File: config.mk
export PLATFORM = sky130hd
export DESIGN_NAME = sctl_serializer_ctrl
export DESIGN_NICKNAME = d
export VERILOG_FILES = /design/src/hdl/sctl_pkg.sv /design/src/hdl/sctl_sync2.sv /design/src/hdl/sctl_glitch_filter.sv /design/src/hdl/sctl_serializer_ctrl.sv
export SDC_FILE = /design/constraint.sdc
export NUM_CORES = 1
export LEC_CHECK = 0
export ABC_AREA = 1
export BUFFER_PORTS_ARGS = -buffer_cell sky130_fd_sc_hd__buf_2
export CORE_ASPECT_RATIO = 0.8
export CORE_UTILIZATION = 45
export DETAILED_ROUTE_END_ITERATION = 8
export GPL_ROUTABILITY_DRIVEN = 0
export PLACE_DENSITY = 0.65
export SYNTH_ARGS = -nofsm -noshare
export SYNTH_HDL_FRONTEND = slang
export SYNTH_SLANG_ARGS = --single-unit
export TNS_END_PERCENT = 20
File: constraint.sdc
create_clock -name clk_sys -period 3.5 [get_ports clk_sys]
set_clock_uncertainty 0.05 [all_clocks]
set_input_delay 0.7 -clock clk_sys [delete_from_list [all_inputs] [get_ports clk_sys]]
set_output_delay 0.7 -clock clk_sys [all_outputs]
set_load 0.01 [all_outputs]
File: src/hdl/sctl_pkg.sv
package sctl_pkg;

  // Register offsets
  localparam logic [7:0] SCTL_OFS_DEV_ADDR = 8'h00;
  localparam logic [7:0] SCTL_OFS_RESET    = 8'h01;
  localparam logic [7:0] SCTL_OFS_GEN_CFG  = 8'h03;

  // Registers outside this bank restored by the keep-registers reset
  localparam logic [7:0] SCTL_OFS_EXT_A  = 8'h18;
  localparam logic [7:0] SCTL_OFS_EXT_B  = 8'h19;
  localparam logic [7:0] SCTL_OFS_EXT_C  = 8'h1A;
  localparam logic [7:0] SCTL_OFS_EXT_LO = 8'h48;
  localparam logic [7:0] SCTL_OFS_EXT_HI = 8'h55;

  // Field positions
  localparam int SCTL_DEV_SRC_BIT   = 0;
  localparam int SCTL_DEV_ID_LSB    = 1;
  localparam int SCTL_RST_FULL_BIT  = 1;
  localparam int SCTL_RST_KEEP_BIT  = 0;
  localparam int SCTL_CFG_CRC_BIT   = 7;
  localparam int SCTL_CFG_AUTO_BIT  = 5;
  localparam int SCTL_CFG_FILT_BIT  = 4;
  localparam int SCTL_CFG_PASS_BIT  = 3;
  localparam int SCTL_CFG_PCLK_BIT  = 1;

  // Reset values
  localparam logic [7:0] SCTL_RESET_RST      = 8'h00;
  localparam logic [7:0] SCTL_GEN_CFG_RST    = 8'hD2;
  localparam logic [7:0] SCTL_GEN_CFG_RSV1   = 8'h40;
  localparam logic       SCTL_DEV_SRC_RST    = 1'b0;

  // Strap address table: base plus two per step
  localparam logic [6:0] SCTL_STRAP_BASE     = 7'h0C;
  localparam logic [6:0] SCTL_PORT1_OFFSET   = 7'h01;

  // Timing counts
  localparam int         SCTL_FILT_MIN_CYC   = 2;
  localparam logic [3:0] SCTL_BYTE_BITS      = 4'h8;

  typedef enum logic [6:0] {
    SCTL_ST_IDLE  = 7'b0000001,
    SCTL_ST_ADDR  = 7'b0000010,
    SCTL_ST_ACK   = 7'b0000100,
    SCTL_ST_PTR   = 7'b0001000,
    SCTL_ST_WDATA = 7'b0010000,
    SCTL_ST_RDATA = 7'b0100000,
    SCTL_ST_MACK  = 7'b1000000
  } sctl_i2c_state_t;

endpackage

File: src/hdl/sctl_sync2.sv
`timescale 1ns/100ps
module sctl_sync2
#(
  parameter int               WIDTH   = 1,
  parameter logic [WIDTH-1:0] RST_VAL = '0
)
(
  input  wire logic             clk_sys,
  input  wire logic             reset,
  input  wire logic [WIDTH-1:0] din,
  output      logic [WIDTH-1:0] dout
);

  logic [WIDTH-1:0] meta_r;

  // First stage feeds only the second stage.
  // Left out of reset so a strap is already settled while reset is held.
  always_ff @(posedge clk_sys)
  begin
    meta_r <= din;
    dout   <= meta_r;
  end

endmodule

File: src/hdl/sctl_glitch_filter.sv
`timescale 1ns/100ps
module sctl_glitch_filter
  import sctl_pkg::*;
#(
  parameter int WIDTH   = 3,
  parameter int MIN_CYC = SCTL_FILT_MIN_CYC
)
(
  input  wire logic             clk_sys,
  input  wire logic             reset,
  input  wire logic             enable,
  input  wire logic [WIDTH-1:0] din,
  output      logic [WIDTH-1:0] dout
);

  localparam int CW = $clog2(MIN_CYC + 1);

  genvar i;
  generate
    for (i = 0; i < WIDTH; i++)
    begin : g_bit
      logic          q_r;
      logic          q_nxt;
      logic [CW-1:0] cnt_r;
      logic [CW-1:0] cnt_nxt;

      // A change is taken only once it has stood for MIN_CYC cycles
      always_comb
      begin
        q_nxt   = q_r;
        cnt_nxt = '0;
        if (reset)
          q_nxt = 1'b0;
        else if (!enable)
          q_nxt = din[i];
        else if (din[i] != q_r)
        begin
          if (cnt_r == CW'(MIN_CYC - 1))
            q_nxt = din[i];
          else
            cnt_nxt = cnt_r + CW'(1);
        end
      end

      always_ff @(posedge clk_sys)
      begin
        q_r   <= q_nxt;
        cnt_r <= cnt_nxt;
      end

      assign dout[i] = q_r;
    end
  endgenerate

endmodule

File: src/hdl/sctl_serializer_ctrl.sv
// Function
// - Address register bits 7:1 hold device address, strap-loaded at reset.
// - With second-port bus enabled, second-port address defaults to strap plus one.
// - Second-port select steers per-port fields to the second port copy.
// - Address bit 0 picks strap address (0) or programmed field (1).
// - Reset bit 1 resets all logic and registers, then self-clears.
// - Reset bit 0 resets logic keeping most registers, then self-clears.
// - Partial reset also restores registers 0x18-0x1A and 0x48-0x55.
// - Configuration bit 7 enables back-channel CRC checker, default on.
// - Configuration bit 5 acknowledges remote deserializer writes at once.
// - With pass-all enabled, immediate acknowledge covers every remote slave.
// - Under auto-acknowledge, remote not-acknowledge reaches local host only on non-deserializer writes with pass-all off.
// - Configuration bit 4 rejects sync and enable pulses under two cycles.
// - Configuration bit 3 forwards alias-matching transactions to remote side.
// - Configuration bit 1 switches to internal oscillator without pixel clock.
// - Strap selects one of eight addresses, 0x0C to 0x1A step two.
// - Simultaneous local and remote register accesses are arbitrated safely.
`timescale 1ns/100ps
module sctl_serializer_ctrl
  import sctl_pkg::*;
#(
  parameter int FILTER_MIN_CYC = SCTL_FILT_MIN_CYC
)
(
  input  wire logic       clk_sys,
  input  wire logic       reset,
  input  wire logic       sclIn,
  input  wire logic       sdaIn,
  output      logic       sdaOut,
  output      logic       sdaOeN,
  input  wire logic [2:0] addressStrapInput,
  input  wire logic       secondPortBusEnable,
  input  wire logic       secondPortSelect,
  input  wire logic       pixelClkPresent,
  input  wire logic       dataEnableInput,
  input  wire logic       horizontalSync,
  input  wire logic       verticalSync,
  output      logic       dataEnableOut,
  output      logic       horizontalSyncOut,
  output      logic       verticalSyncOut,
  input  wire logic       remReq,
  input  wire logic       remWrite,
  input  wire logic [7:0] remAddr,
  input  wire logic [7:0] remWdata,
  output      logic       remAck,
  output      logic [7:0] remRdata,
  input  wire logic       fwdWriteStart,
  input  wire logic       fwdToDeser,
  input  wire logic       passAllEnable,
  input  wire logic       remoteAck,
  input  wire logic       remoteNack,
  output      logic       hostAck,
  output      logic       hostNack,
  output      logic [6:0] deviceAddress,
  output      logic [6:0] secondPortAddress,
  output      logic       crcCheckEnable,
  output      logic [1:0] autoAckEnable,
  output      logic [1:0] passThroughEnable,
  output      logic       useInternalOsc,
  output      logic       coreReset,
  output      logic       regFileReset,
  output      logic       extDefaultsReload
);

  logic            sclS;
  logic            sdaS;
  logic [2:0]      strapS;
  logic            pclkS;
  logic            sclD_r;
  logic            sdaD_r;
  logic            sclRise;
  logic            sclFall;
  logic            startCond;
  logic            stopCond;
  sctl_i2c_state_t st_r;
  sctl_i2c_state_t st_nxt;
  sctl_i2c_state_t ret_r;
  sctl_i2c_state_t ret_nxt;
  logic [3:0]      cnt_r;
  logic [3:0]      cnt_nxt;
  logic [7:0]      shift_r;
  logic [7:0]      shift_nxt;
  logic [7:0]      ptr_r;
  logic [7:0]      ptr_nxt;
  logic            drv_r;
  logic            drv_nxt;
  logic            locWr;
  logic [7:0]      locRdByte;
  logic            remGrant;
  logic            wrEn;
  logic [7:0]      wrAddr;
  logic [7:0]      wrData;
  logic            portSel;
  logic [6:0]      strapAddr;
  logic [6:0]      strapAddrP1;
  logic [6:0]      devId_r [2];
  logic [6:0]      devId_nxt [2];
  logic            idSel_r;
  logic            idSel_nxt;
  logic [1:0]      rst_r;
  logic [1:0]      rst_nxt;
  logic            crcEn_r;
  logic            crcEn_nxt;
  logic [1:0]      autoAck_r;
  logic [1:0]      autoAck_nxt;
  logic            filtEn_r;
  logic            filtEn_nxt;
  logic [1:0]      pass_r;
  logic [1:0]      pass_nxt;
  logic            pclkAuto_r;
  logic            pclkAuto_nxt;
  logic            remAck_nxt;
  logic [7:0]      remRdata_nxt;
  logic            autoSel;
  logic            pend_r;
  logic            pend_nxt;
  logic            hostAck_nxt;
  logic            hostNack_nxt;
  logic [6:0]      devAddr_nxt;
  logic            intOsc_nxt;

  sctl_sync2
  #(
    .WIDTH   (6),
    .RST_VAL (6'h03)
  )
  u_sync
  (
    .clk_sys (clk_sys),
    .reset   (reset),
    .din     ({pixelClkPresent, addressStrapInput, sdaIn, sclIn}),
    .dout    ({pclkS, strapS, sdaS, sclS})
  );

  sctl_glitch_filter
  #(
    .WIDTH   (3),
    .MIN_CYC (FILTER_MIN_CYC)
  )
  u_filter
  (
    .clk_sys (clk_sys),
    .reset   (reset),
    .enable  (filtEn_r),
    .din     ({dataEnableInput, horizontalSync, verticalSync}),
    .dout    ({dataEnableOut, horizontalSyncOut, verticalSyncOut})
  );

  function automatic logic [7:0] readReg(input logic [7:0] a);
    logic [7:0] v;
    v = 8'h00;
    case (a)
      SCTL_OFS_DEV_ADDR: v = {devId_r[portSel], idSel_r};
      SCTL_OFS_RESET:    v = {6'h00, rst_r};
      SCTL_OFS_GEN_CFG:
      begin
        v[SCTL_CFG_CRC_BIT]  = crcEn_r;
        v[SCTL_CFG_AUTO_BIT] = autoAck_r[portSel];
        v[SCTL_CFG_FILT_BIT] = filtEn_r;
        v[SCTL_CFG_PASS_BIT] = pass_r[portSel];
        v[SCTL_CFG_PCLK_BIT] = pclkAuto_r;
        v = v | SCTL_GEN_CFG_RSV1;
      end
      default:           v = 8'h00;
    endcase
    return v;
  endfunction

  assign portSel     = secondPortSelect;
  assign strapAddr   = 7'(SCTL_STRAP_BASE + {3'b000, strapS, 1'b0});
  assign strapAddrP1 = secondPortBusEnable ? 7'(strapAddr + SCTL_PORT1_OFFSET)
                                           : strapAddr;
  assign sclRise   = sclS & ~sclD_r;
  assign sclFall   = ~sclS & sclD_r;
  assign startCond = sclS & sclD_r & sdaD_r & ~sdaS;
  assign stopCond  = sclS & sclD_r & ~sdaD_r & sdaS;
  assign locRdByte = readReg(ptr_r);

  always_ff @(posedge clk_sys)
  begin
    sclD_r <= sclS;
    sdaD_r <= sdaS;
  end

  // Bus slave: pointer byte first, then data bytes auto-incrementing.
  // Held only by the pin reset so a soft reset cannot cut an ACK short.
  always_comb
  begin
    st_nxt    = st_r;
    ret_nxt   = ret_r;
    cnt_nxt   = cnt_r;
    shift_nxt = shift_r;
    ptr_nxt   = ptr_r;
    drv_nxt   = drv_r;
    locWr     = 1'b0;
    if (reset)
    begin
      st_nxt  = SCTL_ST_IDLE;
      ret_nxt = SCTL_ST_IDLE;
      cnt_nxt = 4'h0;
      ptr_nxt = 8'h00;
      drv_nxt = 1'b0;
    end
    else if (startCond)
    begin
      st_nxt  = SCTL_ST_ADDR;
      cnt_nxt = 4'h0;
      drv_nxt = 1'b0;
    end
    else if (stopCond)
    begin
      st_nxt  = SCTL_ST_IDLE;
      drv_nxt = 1'b0;
    end
    else
    begin
      unique case (st_r)
        SCTL_ST_IDLE:
          st_nxt = SCTL_ST_IDLE;
        SCTL_ST_ADDR, SCTL_ST_PTR, SCTL_ST_WDATA:
          if (sclRise)
          begin
            shift_nxt = {shift_r[6:0], sdaS};
            cnt_nxt   = cnt_r + 4'h1;
          end
          else if (sclFall && cnt_r == SCTL_BYTE_BITS)
          begin
            cnt_nxt = 4'h0;
            st_nxt  = SCTL_ST_ACK;
            drv_nxt = 1'b1;
            ret_nxt = SCTL_ST_WDATA;
            if (st_r == SCTL_ST_ADDR)
            begin
              if (shift_r[7:1] != deviceAddress)
              begin
                st_nxt  = SCTL_ST_IDLE;
                drv_nxt = 1'b0;
              end
              else if (shift_r[0])
                ret_nxt = SCTL_ST_RDATA;
              else
                ret_nxt = SCTL_ST_PTR;
            end
            else if (st_r == SCTL_ST_PTR)
              ptr_nxt = shift_r;
            else
            begin
              locWr   = 1'b1;
              ptr_nxt = ptr_r + 8'h01;
            end
          end
        SCTL_ST_ACK:
          if (sclFall)
          begin
            st_nxt  = ret_r;
            drv_nxt = 1'b0;
            if (ret_r == SCTL_ST_RDATA)
            begin
              shift_nxt = locRdByte;
              drv_nxt   = ~locRdByte[7];
              cnt_nxt   = 4'h1;
              ptr_nxt   = ptr_r + 8'h01;
            end
          end
        SCTL_ST_RDATA:
          if (sclFall)
          begin
            if (cnt_r == SCTL_BYTE_BITS)
            begin
              drv_nxt = 1'b0;
              st_nxt  = SCTL_ST_MACK;
            end
            else
            begin
              drv_nxt   = ~shift_r[6];
              shift_nxt = {shift_r[6:0], 1'b0};
              cnt_nxt   = cnt_r + 4'h1;
            end
          end
        SCTL_ST_MACK:
          if (sclRise && sdaS)
            st_nxt = SCTL_ST_IDLE;
          else if (sclFall)
          begin
            st_nxt    = SCTL_ST_RDATA;
            shift_nxt = locRdByte;
            drv_nxt   = ~locRdByte[7];
            cnt_nxt   = 4'h1;
            ptr_nxt   = ptr_r + 8'h01;
          end
      endcase
    end
  end

  always_ff @(posedge clk_sys)
  begin
    st_r    <= st_nxt;
    ret_r   <= ret_nxt;
    cnt_r   <= cnt_nxt;
    shift_r <= shift_nxt;
    ptr_r   <= ptr_nxt;
    drv_r   <= drv_nxt;
  end

  assign sdaOut = 1'b0;
  assign sdaOeN = ~drv_r;

  // Local write wins the cycle; a remote request simply waits one more
  assign remGrant = remReq & ~locWr & ~remAck;
  assign wrEn     = locWr | (remGrant & remWrite);
  assign wrAddr   = locWr ? ptr_r : remAddr;
  assign wrData   = locWr ? shift_r : remWdata;

  always_comb
  begin
    remAck_nxt   = remGrant;
    remRdata_nxt = remRdata;
    if (remGrant && !remWrite)
      remRdata_nxt = readReg(remAddr);
  end

  always_ff @(posedge clk_sys)
  begin
    if (reset)
    begin
      remAck   <= 1'b0;
      remRdata <= 8'h00;
    end
    else
    begin
      remAck   <= remAck_nxt;
      remRdata <= remRdata_nxt;
    end
  end

  // Register bank
  always_comb
  begin
    devId_nxt    = devId_r;
    idSel_nxt    = idSel_r;
    rst_nxt      = SCTL_RESET_RST[1:0];
    crcEn_nxt    = crcEn_r;
    autoAck_nxt  = autoAck_r;
    filtEn_nxt   = filtEn_r;
    pass_nxt     = pass_r;
    pclkAuto_nxt = pclkAuto_r;
    if (wrEn)
    begin
      unique case (wrAddr)
        SCTL_OFS_DEV_ADDR:
        begin
          devId_nxt[portSel] = wrData[7:SCTL_DEV_ID_LSB];
          idSel_nxt          = wrData[SCTL_DEV_SRC_BIT];
        end
        SCTL_OFS_RESET:
          rst_nxt = {wrData[SCTL_RST_FULL_BIT], wrData[SCTL_RST_KEEP_BIT]};
        SCTL_OFS_GEN_CFG:
        begin
          crcEn_nxt          = wrData[SCTL_CFG_CRC_BIT];
          autoAck_nxt[portSel] = wrData[SCTL_CFG_AUTO_BIT];
          filtEn_nxt         = wrData[SCTL_CFG_FILT_BIT];
          pass_nxt[portSel]  = wrData[SCTL_CFG_PASS_BIT];
          pclkAuto_nxt       = wrData[SCTL_CFG_PCLK_BIT];
        end
        default:
          idSel_nxt = idSel_r;
      endcase
    end
    if (reset || rst_r[SCTL_RST_FULL_BIT])
    begin
      devId_nxt[0] = strapAddr;
      devId_nxt[1] = strapAddrP1;
      idSel_nxt    = SCTL_DEV_SRC_RST;
      rst_nxt      = SCTL_RESET_RST[1:0];
      crcEn_nxt    = SCTL_GEN_CFG_RST[SCTL_CFG_CRC_BIT];
      autoAck_nxt  = {2{SCTL_GEN_CFG_RST[SCTL_CFG_AUTO_BIT]}};
      filtEn_nxt   = SCTL_GEN_CFG_RST[SCTL_CFG_FILT_BIT];
      pass_nxt     = {2{SCTL_GEN_CFG_RST[SCTL_CFG_PASS_BIT]}};
      pclkAuto_nxt = SCTL_GEN_CFG_RST[SCTL_CFG_PCLK_BIT];
    end
    else if (rst_r[SCTL_RST_KEEP_BIT])
    begin
      devId_nxt[0] = strapAddr;
      devId_nxt[1] = strapAddrP1;
    end
  end

  always_ff @(posedge clk_sys)
  begin
    devId_r    <= devId_nxt;
    idSel_r    <= idSel_nxt;
    rst_r      <= rst_nxt;
    crcEn_r    <= crcEn_nxt;
    autoAck_r  <= autoAck_nxt;
    filtEn_r   <= filtEn_nxt;
    pass_r     <= pass_nxt;
    pclkAuto_r <= pclkAuto_nxt;
  end

  // Early acknowledge trades throughput for losing the remote answer
  assign autoSel = autoAck_r[portSel] & (fwdToDeser | passAllEnable);

  always_comb
  begin
    pend_nxt     = pend_r;
    hostAck_nxt  = 1'b0;
    hostNack_nxt = 1'b0;
    if (reset)
      pend_nxt = 1'b0;
    else if (fwdWriteStart)
    begin
      hostAck_nxt = autoSel;
      pend_nxt    = ~autoSel;
    end
    else if (pend_r && (remoteAck || remoteNack))
    begin
      pend_nxt     = 1'b0;
      hostAck_nxt  = remoteAck;
      hostNack_nxt = remoteNack & ~remoteAck;
    end
  end

  always_ff @(posedge clk_sys)
  begin
    pend_r   <= pend_nxt;
    hostAck  <= hostAck_nxt;
    hostNack <= hostNack_nxt;
  end

  assign devAddr_nxt = idSel_r ? devId_r[0] : strapAddr;
  assign intOsc_nxt  = pclkAuto_r & ~pclkS;

  always_ff @(posedge clk_sys)
  begin
    if (reset)
    begin
      deviceAddress     <= SCTL_STRAP_BASE;
      useInternalOsc    <= 1'b0;
      coreReset         <= 1'b1;
      regFileReset      <= 1'b1;
      extDefaultsReload <= 1'b0;
    end
    else
    begin
      deviceAddress     <= devAddr_nxt;
      useInternalOsc    <= intOsc_nxt;
      coreReset         <= |rst_r;
      regFileReset      <= rst_r[SCTL_RST_FULL_BIT];
      extDefaultsReload <= rst_r[SCTL_RST_KEEP_BIT];
    end
  end

  assign secondPortAddress = devId_r[1];
  assign crcCheckEnable    = crcEn_r;
  assign autoAckEnable     = autoAck_r;
  assign passThroughEnable = pass_r;

endmodule

==> results_dict.tcl, run 1 <==
set metrics [dict create \
    hold_slack_ns 0.280 \
    worstSkewPairLatency_ns 0.35 \
    cpPeakStageDelay_ns 0.37 \
    dpl.cell_count 899 \
    synth-simple-area-share_pct 28.4 \
    fin_crit_sh_pct 79.9 \
    cts_hold_buf 0 \
    drive_above_1_share_pct 17.5 \
    die-area_um2 12000 \
    nNetsFinal 811 \
    grt_max_degree 30 \
    combPwrFrac_pct 8.7 \
    hold_viol_final 0 \
    port_buffers 73 \
    postCtsSetupBuffers 0 \
    p_int_mw 1.83 \
    yosysUniqueCellTypes 45 \
    fin_cells 915 \
    setup_viol_count_final 0 \
    antenna_found_initial 0 \
    power.switching_uw 617 \
    cts_tree "yes" \
    grt_setup_unrepaired "false" \
    io_pins 75 \
    outcome "finished clean" \
    cp.buffers_inverters 3 \
    power.leakage_nw 2.74 \
    critPathRequiredTime_ns 3.46 \
    cp_common_cell "nand2_1" \
    max-vdd-ir-drop_v 0.000251 \
    clock_sinks 102 \
    grt_pass1_vias 4550 \
    grt_usage_pct 24.0 \
    clock_power_share_pct 39.4 \
    area_growth_pct 13.9 \
    synth_seq_area_share_pct 43.5 \
    seq_power_share_pct 51.9 \
    fmaxAchievable_mhz 357 \
    ys_top_cells_by_count "nand2_1, inv_1, nor2_1, dfxtp_1, o21ai_0" \
    routed.top_layer "met4" \
    vias_per_cell 5.34 \
    p_sw_share_pct 25.2 \
    first_iter_violations 468 \
    routed_wl_um 14100 \
    wl_met2_um 6070 \
    worstMarginPinSlew_ns 0.733 \
    wl_met3_um 1020 \
    synth_xor_xnor_area_share_pct 2.19 \
    hp-class "reg2reg" \
    syn_avg_cell_area_um2 7.44 \
    clk_pin_slew_ns 0.07 \
    cts_resized 0 \
    synth.most_common_cell "nand2_1" \
    dr.pass1.iters 5 \
    path_delay_family "simple AND/OR/NAND/NOR gates" \
    startpoint_type "register" \
    syn_inst 700 \
    synth_area_leader_cell "dfxtp_1" \
    initial_core_util_pct 47.1 \
    maxCapViolations 0 \
    ctsLongestPathBuffers 2 \
    p_per_area_nw_per_um2 413 \
    htree_levels 3 \
    p_total_mw 2.45 \
    path_cells "inv_1 -> nand4_1 -> nand2_1 -> inv_1 -> nand4_2 -> nand2_1 -> nand3_1 -> nor2_1 -> nand2_1 -> nand2_1 -> inv_2 -> nor2_1" \
    relSlewSlack_pct 50.9 \
    async_flop_share_pct 0 \
    cts_buffers 9 \
    crit_arrival_ns 2.76 \
    post-route-min-period_ns 2.80 \
    yosys_warnings 0 \
    slew_viol_final 0 \
    setup_tns_ns 0 \
    grt_pass1_wl_um 22300 \
    worstSetupPathType "reg2reg" \
    drt-met1-wl_um 6790 \
    route.detailed.drc 0 \
    ys_ff_latch 102 \
    antenna_cells 0 \
    vias 4889 \
    grt-ovfl-total 0 \
    synth_compound_area_share_pct 13.6 \
    synthTopCellsByArea "dfxtp_1, edfxtp_1, nand2_1" \
    synth-adder-area-share_pct 2.16 \
    synth_top_family_by_area "simple AND/OR/NAND/NOR gates" \
    cts_root_buf "clkbuf_16" \
    die_y_um 98.2 \
    crit_path_end_kind "register" \
    ys.flop_type "dfxtp_1" \
    synth_edf_count 22 \
    synth_fp_nets 745 \
    syn-cell-area_um2 5210 \
    critical-path-slowest-cell "dfxtp_1" \
    synthMuxAreaShare_pct 0.385 \
    placementRows 34 \
    wl_per_cell_um 15.5 \
    worstPathMaxFanout 6 \
    core_um2 11100 \
    fp.dieW_um 122 \
    rrSetupSlack_ns 0.70 \
    ant_nets 0 \
    netlist.area_leader.share_pct 30.8 \
    hpwlAfterDp_um 10900 \
]
==> final timing paths <==
path / end / cells after the start / from
min reg2reg: u_sync.dout[3] / 0 / u_sync.meta_r[3]
min: u_sync.dout[3] / 0 / u_sync.meta_r[3]
max: secondPortAddress[2] / 12 / u_sync.dout[1]
max reg2reg: secondPortAddress[2] / 12 / u_sync.dout[1]
==> cell families (layout without fill, tap and decap cells) <==
group | count (synthesis) | count (layout)
and+or+nand+nor | 321 | 321
adders and majority gates | 9 | 9
buffers and inverters | 124 | 195
other | 1 | 1
DFF | 102 | 102
AOI/OAI and AO/OA | 128 | 128
muxes | 2 | 2
xor gates and xnor gates | 13 | 13
==> cell usage in the layout (no fill, tap or decap), drive strengths merged, types with 3 or more instances in the layout <==
cell,Yosys,routed
nand2,141,141
inv,104,107
nor2,98,98
dfxtp,80,80
buf,15,75
o21ai,72,72
nand3,45,45
a21oi,28,28
edfxtp,22,22
nand4,16,16
o22ai,11,11
clkbuf,5,10
ha,9,9
nor3,8,8
xor2,7,7
nor4,6,6
xnor2,6,6
o211ai,5,5
or2,4,4
a22o,3,3
clkinv,0,3
==> sequential cells by signal, summed over array words and instances, names as in the netlist, 2 cells and up <==
| register | flops |
|---|---|
| ptr_r | 8 |
| deviceAddress | 7 |
| secondPortAddress | 7 |
| u_filter.g_bit.cnt_r | 6 |
| ret_r | 4 |
| u_sync.meta_r | 6 |
| u_filter.g_bit.q_r | 3 |
| devId_r | 7 |
| rst_r | 2 |
| remRdata | 8 |
| shift_r | 8 |
| passThroughEnable | 2 |
| cnt_r | 4 |
| u_sync.dout | 6 |
| st_r | 7 |
| autoAckEnable | 2 |
==> power by group through the flow <==
stage	clock network, mW	registers [mW]	logic (mW)
2_1_floorplan	0	1.30	0.132
3_3_place_gp	0	1.30	0.206
3_5_place_dp	0	1.30	0.209
4_1_cts	0.985	1.27	0.211
5_1_grt	1.02	1.28	0.236
6_report	0.966	1.27	0.212
==> per-layer routing <==
metal | global-route usage, % | vias up
met1 | 34.7 | 2260
met2 | 35.4 | 184
li1 | - | 2424
met4 | 8.26 | 0
met5 | 0 | -
met3 | 4.73 | 21
==> layout make-up <==
| cell class | count | area (um^2) |
|---|---|---|
| fill | 1090 | 5130 |
| multi-input combinational | 474 | 2430 |
| sequential | 102 | 2260 |
| inverter | 104 | 390 |
| timing repair buffer | 75 | 380 |
| clock buffer | 10 | 239 |
| tap | 144 | 180 |
| clock inverter | 6 | 42.5 |
==> metrics by stage <==
stage / utilization, % / area [um^2] / setup WS, ns
2_1_floorplan: - / 5210 / 0.927
3_5_place_dp: 51.1 / 5650 / 0.532
6_report: 53.6 / 5930 / 0.702
4_1_cts: 53.6 / 5930 / 0.726
5_1_grt: 53.6 / 5930 / 0.453
3_3_place_gp: 51.1 / 5650 / 0.617
(Power assumes the default switching activity.)
==> inputs of run 2 (changes only) <==
clock period = 2.7 ns   (was 3.5 ns; I/O delays follow)
==> run 2 against run 1 <==
  * Clock power rose by 48%
  * Sequential power increased by 30%
  * Sequential cell count did not move
  * Maximum frequency grew 17%
  * Worst hold slack got worse by 0.046 ns
  * Combinational power is 33% higher
  * Count of clock-buffer cells in the layout stayed put
  * Sequential share of layout area down 0.71 points
  * Critical path depth is the same
  * Critical path type unchanged
==> results_dict.tcl, run 2 (same netlist as run 1, synthesis figures left out) <==
set metrics [dict create \
    outcome "finished clean" \
    dpl_cell_area_um2 5700 \
    initial_core_util_pct 47.1 \
    post-route-min-period_ns 2.40 \
    cts_tree "yes" \
    die-area_um2 12000 \
    p_int_mw 2.52 \
    wl_per_cell_um 15.3 \
    worstSetupPathType "reg2reg" \
    ctsLongestPathBuffers 2 \
    crit_start "cnt_r[0]" \
    cp_common_cell "nand2_1" \
    vias_per_cell 5.37 \
    power.leakage_nw 2.80 \
    drive_above_1_share_pct 18.6 \
    fin_area_um2 6040 \
    vias 4954 \
    seq_power_share_pct 49.0 \
    cts_resized 0 \
    cpPeakStageDelay_ns 0.33 \
    postCtsSetupBuffers 0 \
    die_y_um 98.2 \
    maxCapViolations 0 \
    reg2reg_depth 12 \
    setup_viol_count_final 0 \
    io_pins 75 \
    final_common_cell "nand2_1" \
    power.switching_uw 839 \
    cts_buffers 9 \
    grt_pass1_wl_um 22400 \
    layout_setup_ws_ns 0.305 \
    rrSetupSlack_ns 0.30 \
    first_iter_violations 423 \
    fmaxAchievable_mhz 417 \
    fp.dieW_um 122 \
    ant_nets 0 \
    worstMarginPinSlew_ns 0.581 \
    r2r-start "cnt_r[0]" \
    critPathRequiredTime_ns 2.69 \
    antenna_cells 0 \
    p_per_area_nw_per_um2 556 \
    htree_levels 3 \
    max-vdd-ir-drop_v 0.000323 \
    relSlewSlack_pct 60.9 \
    p_sw_share_pct 25.0 \
    worstReg2RegEnd "secondPortAddress[2]" \
    clk_pin_slew_ns 0.07 \
    grt_pass1_vias 4469 \
    clock_sinks 102 \
    port_buffers 73 \
    dp_worst_setup_slack_ns 0.222 \
    final_cell_mix "nand2_1, inv_1, nor2_1" \
    hold_slack_ns 0.234 \
    worstSkewPairLatency_ns 0.36 \
    cts_hold_buf 0 \
    antenna_found_initial 0 \
    placementRows 34 \
    slew_viol_final 0 \
    routed_wl_um 14100 \
    path_cells "inv_1 -> ha_1 -> nand3_1 -> nor2_2 -> nand4_2 -> nand2_1 -> nand3_1 -> nor2_1 -> nand2_1 -> nand2_1 -> inv_2 -> nor2_2" \
    crit_path_end_kind "register" \
    combPwrFrac_pct 8.4 \
    core_um2 11100 \
    startpoint_type "register" \
    grt_setup_unrepaired "false" \
    grt_max_degree 30 \
    fin_crit_sh_pct 88.7 \
    crit_arrival_ns 2.39 \
    grt_usage_pct 24.4 \
    hpwlAfterDp_um 11000 \
    dr.pass1.iters 5 \
    crit_cells 12 \
    critical-path-slowest-cell "dfxtp_1" \
    cp.buffers_inverters 2 \
    crit_end "secondPortAddress[2]" \
    hp-class "in2reg" \
    setup_tns_ns 0 \
    worstPathMaxFanout 5 \
    route.detailed.drc 0 \
    nNetsFinal 818 \
    cts_root_buf "clkbuf_16" \
    largest_registers "ptr_r x8, remRdata x8, shift_r x8" \
    path_delay_family "simple AND/OR/NAND/NOR gates" \
    clock_power_share_pct 42.6 \
    hold_viol_final 0 \
    area_growth_pct 16.0 \
    grt-ovfl-total 0 \
]
[run 2: power groups by stage]
stage               clock (mW)  combinational [mW]  sequential [mW]
CTS                       1.46               0.278             1.65
detailed placement           0               0.275             1.68
finish                    1.43               0.281             1.65
floorplan                    0               0.171             1.68
global placement             0               0.271             1.68
global route              1.52               0.312             1.65
[run 2: layout make-up]
cell class	instances	area (um^2)
fill	1081	5020
clock inverter	6	86.3
tap	144	180
clock buffer	10	250
timing repair buffer	82	433
multi-input combinational	474	2440
inverter	104	390
sequential	102	2260
[run 2: worst reg2reg max path, cell delays in order (launching register included)]
cell and delay (ns):
dfxtp_1 0.33, inv_1 0.08, ha_1 0.15, nand3_1 0.13, nor2_2 0.24, nand4_2 0.21
nand2_1 0.14, nand3_1 0.12, nor2_1 0.14, nand2_1 0.12, nand2_1 0.13, inv_2 0.06
nor2_2 0.21
[run 2: worst min-delay path by stage]
stage                                    start          endpoint  depth (start not counted)  slack, ns
after global placement        u_sync.meta_r[5]    u_sync.dout[5]                          0       0.26
final                     addressStrapInput[1]  u_sync.meta_r[3]                          1       0.23
after global routing      addressStrapInput[1]  u_sync.meta_r[3]                          1       0.22
after floorplan               u_sync.meta_r[0]    u_sync.dout[0]                          0       0.26
after CTS                 addressStrapInput[1]  u_sync.meta_r[3]                          1       0.22
after detailed placement      u_sync.meta_r[0]    u_sync.dout[0]                          0       0.26
[run 2: through the flow]
stage / total power, mW / util [%] / instances
2_1_floorplan: 1.85 / - / 700
3_3_place_gp: 1.95 / 51.5 / 906
3_5_place_dp: 1.96 / 51.5 / 906
4_1_cts: 3.38 / 54.6 / 922
5_1_grt: 3.48 / 54.6 / 922
6_report: 3.36 / 54.6 / 922
[run 2: routing by layer]
metal  global-route usage, %  up-vias  share of wire [%]
met2                    37.0      209                 44
met3                    4.73       25                8.8
met4                    7.69        0                1.9
met5                       0        -                  0
li1                        -     2427                  -
met1                    34.6     2293                 45
